$ cat config.mk
export PLATFORM = sky130hd
export DESIGN_NAME = ccpc_top
export DESIGN_NICKNAME = d
export VERILOG_FILES = /design/src/core/ccpc_pkg.sv /design/src/core/ccpc_top.sv /design/src/core/ccpc_sync.sv /design/src/core/ccpc_divider.sv
export SDC_FILE = /design/constraint.sdc
export NUM_CORES = 1
export LEC_CHECK = 0
export BUFFER_PORTS_ARGS = -buffer_cell sky130_fd_sc_hd__buf_2
export CORE_ASPECT_RATIO = 0.6
export CORE_MARGIN = 10
export CORE_UTILIZATION = 40
export DETAILED_ROUTE_END_ITERATION = 6
export GPL_ROUTABILITY_DRIVEN = 0
export SETUP_SLACK_MARGIN = 0.15
export SYNTH_ARGS = -nofsm -noshare
export SYNTH_HDL_FRONTEND = slang
export SYNTH_SLANG_ARGS = --single-unit
$ cat constraint.sdc
create_clock -name ref_clk -period 5.5 [get_ports ref_clk]
set_input_delay 0.275 -clock ref_clk [delete_from_list [all_inputs] [get_ports ref_clk]]
set_output_delay 0.275 -clock ref_clk [all_outputs]
set_load 0.02 [all_outputs]
$ cat src/core/ccpc_pkg.sv
// Package for the processor clock and power control block.
// Assumes a 16-bit register port at byte offsets, one clock domain.
package ccpc_pkg;
   // Register byte offsets.
   localparam logic [15:0] CCPC_OFS_DIV = 16'hC008;
   localparam logic [15:0] CCPC_OFS_PWR = 16'hC00A;
   localparam logic [15:0] CCPC_OFS_IEN = 16'hC00E;
   // Reset values.
   localparam logic [3:0] CCPC_DIV_RESET = 4'hF;
   localparam logic [15:0] CCPC_PWR_RESET = 16'h0000;
   localparam logic [15:0] CCPC_IEN_RESET = 16'h0000;
   // Writable masks.
   localparam logic [15:0] CCPC_PWR_WMASK = 16'hFB90;
   localparam logic [15:0] CCPC_IEN_WMASK = 16'h1BEF;
   // Power register field positions.
   localparam int CCPC_PWR_HALT = 0;
   localparam int CCPC_PWR_SLEEP = 1;
   localparam int CCPC_PWR_BOOST = 2;
   localparam int CCPC_PWR_GPI = 4;
   localparam int CCPC_PWR_HPORT = 7;
   localparam int CCPC_PWR_SPI = 8;
   localparam int CCPC_PWR_FSL = 9;
   localparam int CCPC_PWR_OTG = 11;
   localparam int CCPC_PWR_USB_LO = 12;
   // Interrupt mask field positions.
   localparam int CCPC_IEN_TMR0 = 0;
   localparam int CCPC_IEN_TMR1 = 1;
   localparam int CCPC_IEN_GPIO = 2;
   // Resume time after sleep: 0.5 ms longest, exactly 20000 cycles at 40 MHz.
   localparam int CCPC_CLK_HZ = 40000000;
   localparam int CCPC_RESUME_US = 500;
   localparam int CCPC_RESUME_CYC = (CCPC_CLK_HZ / 1000000) * CCPC_RESUME_US;
   // Wake pin bundle.
   typedef struct packed {
      logic [3:0] usb_line;
      logic otg_vbus_valid;
      logic otg_id;
      logic fast_serial_link_rx;
      logic peripheral_select_n;
      logic [1:0] general_input_wake;
   } ccpc_wake_pins_t;
   typedef enum logic [1:0] {
      CCPC_RUN = 2'b00,
      CCPC_HALT = 2'b01,
      CCPC_SLEEP = 2'b10,
      CCPC_RESUME = 2'b11
   } ccpc_state_t;
endpackage

$ cat src/core/ccpc_top.sv
// Processor clock-rate, sleep, halt and wake control with interrupt mask.
// Assumes a one-cycle strobe register port; pins come from other domains.
//
// The address-and-strobe port was chosen for this implementation.
`timescale 1ns/10ps
`default_nettype none
module ccpc_top
   import ccpc_pkg::*;
(
   // Clock and reset.
   input wire logic ref_clk,
   input wire logic arst_n,
   // Register port.
   input wire logic [15:0] reg_addr,
   input wire logic [15:0] reg_wdata,
   input wire logic reg_wr,
   input wire logic reg_rd,
   output logic [15:0] reg_rdata,
   // Wake sources and booster status from pins.
   input wire ccpc_wake_pins_t wake_pins,
   input wire logic parallel_host_port_rd,
   input wire logic booster_rail_low,
   // Pending interrupt requests, same clock.
   input wire logic [15:0] irq_raw,
   // Clocking, power and interrupt outputs.
   output logic cpu_tick,
   output logic periph_tick,
   output logic clock_run,
   output logic analog_pwr_dn,
   output logic discard_serial_byte,
   output logic [15:0] irq_pending,
   output logic [15:0] irq_enable_mask,
   output logic [2:0] irq_pending_flush
);
   ////////////////////////////////////////////////////////////////////////
   logic rst_s1;
   logic rst_n;
   always_ff @(posedge ref_clk or negedge arst_n) begin
      if (!arst_n) begin
         rst_s1 <= 1'b0;
         rst_n <= 1'b0;
      end else begin
         rst_s1 <= 1'b1;
         rst_n <= rst_s1;
      end
   end

   ////////////////////////////////////////////////////////////////////////
   // Synchronise every pin before use.
   localparam int NPIN = 12;
   logic [NPIN-1:0] pin_raw;
   logic [NPIN-1:0] pin_s;
   logic [NPIN-1:0] pin_d;
   assign pin_raw = {booster_rail_low, parallel_host_port_rd, wake_pins};
   genvar gi;
   generate
      for (gi = 0; gi < NPIN; gi++) begin : g_sync
         ccpc_sync u_sync (
            .ref_clk(ref_clk),
            .rst_n(rst_n),
            .d(pin_raw[gi]),
            .q(pin_s[gi])
         );
      end
   endgenerate
   always_ff @(posedge ref_clk or negedge rst_n) begin
      if (!rst_n) begin
         pin_d <= 12'h3FF;
      end else begin
         pin_d <= pin_s;
      end
   end
   // Edge detect; the delay flop only starts comparing after one sample.
   logic pins_primed;
   always_ff @(posedge ref_clk or negedge rst_n) begin
      if (!rst_n) begin
         pins_primed <= 1'b0;
      end else begin
         pins_primed <= 1'b1;
      end
   end
   wire [NPIN-1:0] pin_chg = pins_primed ? (pin_s ^ pin_d) : 12'h000;
   wire [NPIN-1:0] pin_fall = pin_chg & pin_d;
   wire [NPIN-1:0] pin_rise = pin_chg & pin_s;

   ////////////////////////////////////////////////////////////////////////
   // Registers.
   logic [3:0] cpu_div;
   logic [15:0] pwr_ctl;
   logic [15:0] ien;
   ccpc_state_t state;
   ccpc_state_t next_state;

   wire sel_div = (reg_addr == CCPC_OFS_DIV);
   wire sel_pwr = (reg_addr == CCPC_OFS_PWR);
   wire sel_ien = (reg_addr == CCPC_OFS_IEN);
   wire wr_div = reg_wr && sel_div;
   wire wr_pwr = reg_wr && sel_pwr;
   wire wr_ien = reg_wr && sel_ien;
   wire boost_low = pin_s[11];

   // Writing one requests; writing zero has no function.
   wire req_sleep = wr_pwr && reg_wdata[CCPC_PWR_SLEEP];
   wire req_halt = wr_pwr && reg_wdata[CCPC_PWR_HALT] && !reg_wdata[CCPC_PWR_SLEEP];

   // Wake sources gated by their enables.
   wire w_usb = |(pin_chg[9:6] & pwr_ctl[CCPC_PWR_USB_LO +: 4]);
   wire w_otg = pwr_ctl[CCPC_PWR_OTG] && (pin_chg[5] || pin_chg[4]);
   wire w_fsl = pwr_ctl[CCPC_PWR_FSL] && pin_chg[3];
   wire w_spi = pwr_ctl[CCPC_PWR_SPI] && pin_fall[2];
   wire w_hpt = pwr_ctl[CCPC_PWR_HPORT] && pin_rise[10];
   wire w_gpi = pwr_ctl[CCPC_PWR_GPI] && (pin_chg[1] || pin_chg[0]);
   wire wake_any = w_usb || w_otg || w_fsl || w_spi || w_hpt || w_gpi;
   wire irq_hit = |(irq_raw & ien);

   ////////////////////////////////////////////////////////////////////////
   // Power state machine.
   logic [15:0] resume_cnt;
   wire resume_done = (resume_cnt == 16'(CCPC_RESUME_CYC - 1));
   always_comb begin
      next_state = state;
      unique case (state)
         CCPC_RUN: begin
            if (req_sleep) begin
               next_state = CCPC_SLEEP;
            end else if (req_halt) begin
               next_state = CCPC_HALT;
            end
         end
         CCPC_HALT: begin
            if (req_sleep) begin
               next_state = CCPC_SLEEP;
            end else if (irq_hit) begin
               next_state = CCPC_RUN;
            end
         end
         CCPC_SLEEP: begin
            if (wake_any) begin
               next_state = CCPC_RESUME;
            end
         end
         CCPC_RESUME: begin
            if (resume_done) begin
               next_state = CCPC_RUN;
            end
         end
      endcase
   end

   always_ff @(posedge ref_clk or negedge rst_n) begin
      if (!rst_n) begin
         state <= CCPC_RUN;
         resume_cnt <= 16'h0000;
      end else begin
         state <= next_state;
         resume_cnt <= (state == CCPC_RESUME) ? resume_cnt + 16'h0001 : 16'h0000;
      end
   end

   // Stored bits ignore reserved positions.
   always_ff @(posedge ref_clk or negedge rst_n) begin
      if (!rst_n) begin
         cpu_div <= CCPC_DIV_RESET;
         pwr_ctl <= CCPC_PWR_RESET;
         ien <= CCPC_IEN_RESET;
      end else begin
         if (wr_div) begin
            cpu_div <= reg_wdata[3:0];
         end
         if (wr_pwr) begin
            pwr_ctl <= reg_wdata & CCPC_PWR_WMASK;
         end
         if (wr_ien) begin
            ien <= reg_wdata & CCPC_IEN_WMASK;
         end
      end
   end

   // The request bits read as the live mode, so they drop on return to run, after the resume for sleep.
   wire [15:0] pwr_rd = pwr_ctl |
      {13'h0000, boost_low,
       (state == CCPC_SLEEP) || (state == CCPC_RESUME), state == CCPC_HALT};

   logic [15:0] next_rdata;
   assign next_rdata = !reg_rd ? 16'h0000 :
      sel_div ? {12'h000, cpu_div} :
      sel_pwr ? pwr_rd :
      sel_ien ? ien : 16'h0000;
   always_ff @(posedge ref_clk or negedge rst_n) begin
      if (!rst_n) begin
         reg_rdata <= 16'h0000;
      end else begin
         reg_rdata <= next_rdata;
      end
   end

   ////////////////////////////////////////////////////////////////////////
   // Clocking outputs.
   wire cpu_run = (state == CCPC_RUN);
   ccpc_divider u_div (
      .ref_clk(ref_clk),
      .rst_n(rst_n),
      .div(cpu_div),
      .run(cpu_run),
      .cpu_tick(cpu_tick)
   );
   // Peripherals tick every clock except in sleep, which freezes timers.
   assign periph_tick = (state != CCPC_SLEEP);
   assign clock_run = (state != CCPC_SLEEP);
   assign analog_pwr_dn = (state == CCPC_SLEEP);
   // The byte that woke us through serial or select is dropped.
   assign discard_serial_byte = (state != CCPC_RUN) && (state != CCPC_HALT);
   assign irq_pending = irq_raw & ien;
   assign irq_enable_mask = ien;
   // Flush pulses when enables for general IO or timers are cleared.
   assign irq_pending_flush = wr_ien ? (ien[2:0] & ~reg_wdata[2:0]) : 3'b000;

   // The resume span is far too long for a delay range, so a saturating age
   // counter of its own watches it instead of the state machine's counter.
   logic [15:0] chk_resume_age;
   always_ff @(posedge ref_clk or negedge rst_n) begin
      if (!rst_n) begin
         chk_resume_age <= 16'h0000;
      end else if (state != CCPC_RESUME) begin
         chk_resume_age <= 16'h0000;
      end else if (chk_resume_age != 16'hFFFF) begin
         chk_resume_age <= chk_resume_age + 16'h0001;
      end
   end
endmodule
`default_nettype wire

$ cat src/core/ccpc_sync.sv
// Two-flop synchroniser for one pin.
// Assumes an active-low asynchronous reset on the same clock.
`timescale 1ns/10ps
`default_nettype none
module ccpc_sync (
   // Clock and reset.
   input wire logic ref_clk,
   input wire logic rst_n,
   // Data.
   input wire logic d,
   output logic q
);
   logic meta;
   always_ff @(posedge ref_clk or negedge rst_n) begin
      if (!rst_n) begin
         meta <= 1'b0;
         q <= 1'b0;
      end else begin
         meta <= d;
         q <= meta;
      end
   end
endmodule
`default_nettype wire

$ cat src/core/ccpc_divider.sv
// Processor clock-enable divider: one pulse every div+1 clocks.
// Assumes the divisor is stable or may change at any time.
`timescale 1ns/10ps
`default_nettype none
module ccpc_divider (
   // Clock and reset.
   input wire logic ref_clk,
   input wire logic rst_n,
   // Control.
   input wire logic [3:0] div,
   input wire logic run,
   output logic cpu_tick
);
   logic [3:0] cnt;
   // Counter freezes while not running, so the phase is kept over a stop.
   assign cpu_tick = run && (cnt >= div);
   always_ff @(posedge ref_clk or negedge rst_n) begin
      if (!rst_n) begin
         cnt <= 4'h0;
      end else if (run) begin
         cnt <= cpu_tick ? 4'h0 : cnt + 4'h1;
      end
   end
endmodule
`default_nettype wire

==> flow_metrics.py, run 1 <==
metrics = {
    "run_status": {
        "outcome": "finished clean",
    },
    "clock_tree": {
        "post_cts_buffers": 0,
        "cts_tree": "yes",
        "clk_latency_ns": 0.35,
        "cts-resized-gates": 0,
        "clock_path_buffers": 2,
        "cts.reportedPaths.clkPinSlew_ns": 0.07,
        "cts_max_level": 3,
        "hold_buffers": 1,
        "cts_num_sinks": 99,
        "numCtsBuffers": 9,
        "cts-root-buf": "clkbuf_16",
    },
    "setup_path": {
        "r2r_cells": 5,
        "required_ns": 5.22,
        "worst_setup_path_start_kind": "primary input",
        "path_depth": 7,
        "timing.critical_path.buf_inv": 2,
        "cp_slowest_stage_delay_ns": 0.71,
        "crit_top_cell": "buf_2",
        "path_class": "in2out",
        "cp.arrival_ns": 2.74,
        "critPathTopFamily": "simple AND/OR/NAND/NOR gates",
        "crit_fanout": 14,
        "path_cells": "buf_2 > nor4b_4 > nand4_1 > nor2_1 > nand2_1 > nor3b_1 > buf_2",
        "critPathCaptureType": "output pin",
        "slowest_stage": "nor2_1",
    },
    "sta": {
        "setup_violations": 0,
        "finalSetupTns_ns": 0,
        "rsz0062_at_grt": "false",
        "worst_pin_slew_ns": 0.984,
        "hold_violations": 0,
        "maxSlewHeadroom": 0.341,
        "skew_ns": 0.00648,
        "fin_crit_ns": 3.02,
        "timing.final.crit_share": 0.549,
        "max_freq_ghz": 0.331,
        "drv_slew": 0,
    },
    "hold_path": {
        "whs_path_depth": 1,
        "hold_class": "in2reg",
    },
    "yosys": {
        "ys_seq_area_frac": 0.606,
        "synth_area_leaders": "dfrtp_1 52%, dfstp_2 8.9%, mux2_2 6.3%, xor2_1 3.6%, nor2_1 2.9%",
        "ys_seq_elements": 99,
        "yosysWarnings": 0,
        "synth.largest_area_cell": "dfrtp_1",
        "ys_types": 48,
        "synth_cells": 334,
        "yosysTopAreaCellShare": 0.517,
        "syn_avg_cell_area_um2": 12.3,
        "syn_area_um2": 4110,
    },
    "cells_and_area": {
        "regArea_um2": 2500,
        "finalNetCount": 512,
        "layout_common_cells": "102 x buf_2, 84 x dfrtp_1, 32 x nor2_1",
        "multi_input_area_um2": 1510,
        "diodes": 0,
        "areaGrowthSynthToFinish_pct": 22.4,
        "layoutNonFillerInstCount": 582,
        "layout-drive-gt1-share": 0.369,
        "fillCellCount": 935,
        "final_common_cell": "buf_2",
    },
    "power_and_ir_drop": {
        "p_leak_nw": 2.52,
        "p_total_mw": 1.69,
        "peakVddDrop_uv": 194,
        "power_density_nw_per_um2": 335,
    },
    "run": {
        "max_cap_viol_count": 0,
    },
    "placed_design": {
        "hpwl_mm": 7.34,
        "dp.cells": 565,
        "io_buffers": 102,
    },
    "grt": {
        "grt_max_degree": 68,
        "grt_pass1_vias": 2952,
        "gr-total-overflow": 0,
        "grt_pass1_wl_mm": 15.6,
        "antenna_found_initial": 0,
        "gr-usage-all-layers": 0.134,
    },
    "routing": {
        "dr.pass1.iters": 4,
        "wirelength_mm": 9.82,
        "ant_nets": 0,
        "drc": 0,
        "dr_total_vias": 2834,
        "drt_iter0_markers": 170,
        "wl_per_cell_um": 16.9,
        "vias_per_cell": 4.87,
    },
    "floorplan": {
        "die_w_um": 151,
        "core_area_um2": 9950,
        "num_io_pins": 120,
        "rows": 28,
        "die_area_um2": 14900,
        "initial_utilization": 0.413,
        "dieHeight_um": 98.6,
    },
}
metrics by stage:
stage	setup slack [ns]	util	hold slack (ns)	cell area, µm²
floorplan	2.56	-	-0.0206	4160
global placement	2.53	0.475	0.0609	4730
detailed placement	2.50	0.475	0.0624	4730
CTS	2.49	0.506	0.0120	5040
global route	2.22	0.506	0.0120	5040
finish	2.48	0.506	0.0279	5040
power breakdown:
part	internal, mW	switching (mW)	leakage (nW)	total [mW]
registers	0.770	0.0510	1.26	0.821
logic	0.100	0.149	1.11	0.249
clock network	0.320	0.297	0.147	0.617
total	1.19	0.496	2.52	1.69
final timing paths:
check / startpoint / end / slack (ns)
worst max register to register: state[1] / state[1] / 3.33
max in group asynchronous: rst_n / g_sync[3].u_sync.meta / 4.09
worst max-delay path: reg_addr[0] / irq_pending_flush[2] / 2.48
min in group asynchronous: arst_n / rst_s1 / 0.24
worst min-delay path: parallel_host_port_rd / g_sync[10].u_sync.meta / 0.03
worst min register to register: rst_n / reg_rdata[15] / 0.26
worst register-to-register path, cell delays in order, from the launching register on:
cell	delay, ns
dfrtp_1	0.54
nor2b_1	0.32
or4b_1	0.52
nor3_1	0.40
a22o_1	0.21
o22a_1	0.12
layout make-up:
class,instances,area share
clock inverters,7,0.0139
repair buffers,104,0.105
multi-input cells,218,0.299
clock buffers,9,0.0447
well taps,135,0.0335
flip-flops and latches,99,0.496
inverters,10,0.00745
registers in the layout, summed over array words and instances (netlist names):
| name | cells |
|---|---|
| pwr_ctl | 9 |
| state | 2 |
| g_sync.u_sync.meta | 12 |
| resume_cnt | 16 |
| u_div.cnt | 4 |
| pin_d | 11 |
| rst_s1 | 1 |
| rst_n | 1 |
| cpu_div | 4 |
| irq_enable_mask | 11 |
| g_sync.u_sync.q | 12 |
| pins_primed | 1 |
| reg_rdata | 15 |
logic make-up (layout without fill, tap and decap cells):
group                      after synthesis  count (layout)  share of synthesized area
AOI/OAI and AO/OA                       35              35                     0.0605
other                                    2              13                    0.00183
buffers and inverters                   28             130                     0.0371
DFF                                     99              99                      0.606
muxes                                   24              24                     0.0654
and+or+nand+nor                        117             117                      0.161
xor gates and xnor gates                23              23                     0.0490
adders and majority gates                6               6                     0.0182
layer usage:
layer / GRT usage / vias up / routed length [µm]
met1: 0.169 / 1415 / 4320
li1: - / 1344 / -
met4: 0.0435 / 0 / 89
met5: 0 / - / 0
met3: 0.0452 / 11 / 582
met2: 0.214 / 64 / 4820
synth_stat cells, drive strengths merged:
| library cell | n |
|---|---|
| buf | 14 |
| nor4 | 3 |
| mux2 | 23 |
| a22oi | 7 |
| a221o | 1 |
| dfrtp | 85 |
| a21o | 3 |
| xor2 | 17 |
| mux2i | 1 |
| ha | 6 |
| nor3 | 6 |
| o31ai | 2 |
| o21bai | 1 |
| or4 | 4 |
| o2111ai | 1 |
| o22a | 1 |
| nand4 | 6 |
| nand2b | 2 |
| nand3 | 8 |
| o21ai | 7 |
| nor3b | 3 |
| nor2b | 7 |
| a21oi | 5 |
| and4bb | 1 |
| nand2 | 18 |
| dfstp | 14 |
| nor4b | 2 |
| inv | 10 |
| a222oi | 4 |
| clkbuf | 4 |
| nor2 | 32 |
| conb | 2 |
| and2 | 15 |
| a211oi | 1 |
| nand3b | 2 |
| and3 | 4 |
| a22o | 1 |
| a21boi | 1 |
| or4b | 2 |
| xnor2 | 6 |
| or2 | 2 |
No activity file was read; power rests on OpenSTA's default activity.
==> run 2, diff against run 1 <==
Settings changed: PLACE_DENSITY set to 0.67.
Clock period 5.5 ns to 2.62 ns, I/O delays scaled along.
==> flow_metrics.py, run 2 (synthesized netlist as in run 1, its figures left out) <==
metrics = {
    "run_status": {
        "outcome": "finished clean",
    },
    "grt": {
        "antenna_found_initial": 0,
        "grt_pass1_wl_mm": 15.9,
        "grt_max_degree": 57,
        "grt_pass1_vias": 2974,
        "gr-usage-all-layers": 0.135,
        "gr-total-overflow": 0,
    },
    "floorplan": {
        "initial_utilization": 0.413,
        "die_area_um2": 14900,
        "dieHeight_um": 98.6,
        "num_io_pins": 120,
        "rows": 28,
        "core_area_um2": 9950,
        "die_w_um": 151,
    },
    "setup_path": {
        "worst_setup_path_start_kind": "flip-flop",
        "startpoint": "cpu_div[0]",
        "path_class": "reg2out",
        "r2r_cells": 5,
        "r2r_start": "resume_cnt[5]",
        "crit_fanout": 3,
        "cp.arrival_ns": 2.03,
        "regToRegSetupSlack_ns": 0.49,
        "required_ns": 2.49,
        "r2r_end": "state[1]",
        "critPathCaptureType": "output pin",
    },
    "clock_tree": {
        "cts-resized-gates": 0,
        "cts.reportedPaths.clkPinSlew_ns": 0.07,
        "clk_latency_ns": 0.34,
        "cts_tree": "yes",
        "cts-root-buf": "clkbuf_16",
        "clock_path_buffers": 2,
        "post_cts_buffers": 0,
        "cts_num_sinks": 99,
        "cts_max_level": 3,
        "numCtsBuffers": 9,
    },
    "sta": {
        "timing.final.crit_share": 0.825,
        "drv_slew": 0,
        "fin_hold_ws_ns": 0.0170,
        "rsz0062_at_grt": "false",
        "hold_violations": 0,
        "fin_crit_ns": 2.16,
        "finalSetupTns_ns": 0,
        "max_freq_ghz": 0.463,
        "worst_pin_slew_ns": 0.662,
        "skew_ns": 0.00647,
        "setup_violations": 0,
        "maxSlewHeadroom": 0.557,
    },
    "routing": {
        "dr_total_vias": 2881,
        "drc": 0,
        "wirelength_mm": 9.75,
        "ant_nets": 0,
        "wl_per_cell_um": 16.3,
        "dr.pass1.iters": 4,
        "vias_per_cell": 4.81,
        "drt_iter0_markers": 183,
    },
    "cells_and_area": {
        "largest_reg_flops": 16,
        "top_register": "resume_cnt",
        "finalNetCount": 529,
        "layout_common_cells": "102 x buf_2, 84 x dfrtp_1, 32 x nor2_1",
        "diodes": 0,
        "fin_area_um2": 5200,
        "final_common_cell": "buf_2",
        "areaGrowthSynthToFinish_pct": 26.3,
        "layout-drive-gt1-share": 0.364,
        "reg_top3": "resume_cnt x16, reg_rdata x15",
        "fillCellCount": 897,
    },
    "power_and_ir_drop": {
        "peakVddDrop_uv": 397,
        "p_leak_nw": 2.59,
        "power_density_nw_per_um2": 678,
        "p_total_mw": 3.53,
    },
    "hold_path": {
        "hp-start": "reg_wdata[5]",
        "worstHoldEndpoint": "irq_enable_mask[5]",
        "hold_class": "in2reg",
        "whs_path_depth": 2,
    },
    "placed_design": {
        "hpwl_mm": 7.51,
        "dpl_cell_area_um2": 4780,
        "io_buffers": 102,
    },
    "run": {
        "max_cap_viol_count": 0,
    },
}
[run 2: area by class of cell]
| class | instances | area, µm² | share of cell area |
|---|---|---|---|
| tap | 135 | 169 | 0.0325 |
| multi-input combinational | 218 | 1510 | 0.290 |
| sequential | 99 | 2500 | 0.481 |
| clock buffer | 11 | 243 | 0.0467 |
| clock inverter | 5 | 43.8 | 0.00843 |
| timing repair buffer | 121 | 698 | 0.134 |
| inverter | 10 | 37.5 | 0.00722 |
[run 2: timing repair]
| action | in CTS | in global routing |
|---|---|---|
| endpoints found under the hold margin | 14 | 0 |
| hold buffers | 13 | 0 |
| endpoints found under the setup margin | 0 | 0 |
[run 2: where the power goes]
group / internal, mW / leakage, nW / switching [mW]
logic: 0.234 / 1.19 / 0.333
registers: 1.62 / 1.26 / 0.0851
clock network: 0.681 / 0.134 / 0.574
total: 2.53 / 2.59 / 0.992
[run 2: through the flow]
stage / setup WS (ns) / cells / utilization
5_1_grt: 0.319 / 599 / 0.522
4_1_cts: 0.437 / 599 / 0.522
2_1_floorplan: 0.717 / 345 / -
3_3_place_gp: 0.556 / 570 / 0.481
6_report: 0.459 / 599 / 0.522
3_5_place_dp: 0.534 / 570 / 0.481
[run 2: critical path, cell delays in order, from the launching register on]
cell and delay, ns:
dfstp_2 0.54, ha_1 0.22, nand2b_1 0.13, a21o_1 0.17
a21o_1 0.20, a21oi_1 0.19, nor2_1 0.07, buf_2 0.16
[run 2: how the worst max path moves through the flow]
stage,to,slack (ns),cells after the start
6_report,cpu_tick,0.46,7
5_1_grt,cpu_tick,0.32,7
4_1_cts,cpu_tick,0.44,7
3_5_place_dp,state[1],0.53,5
3_3_place_gp,state[1],0.56,5
2_1_floorplan,state[1],0.72,5
[run 2: layer usage]
layer | global-route usage | vias up | wire length, µm
met5 | 0 | - | 0
met4 | 0.0413 | 0 | 138
met3 | 0.0447 | 16 | 536
met2 | 0.213 | 63 | 4740
met1 | 0.171 | 1417 | 4330
li1 | - | 1385 | -
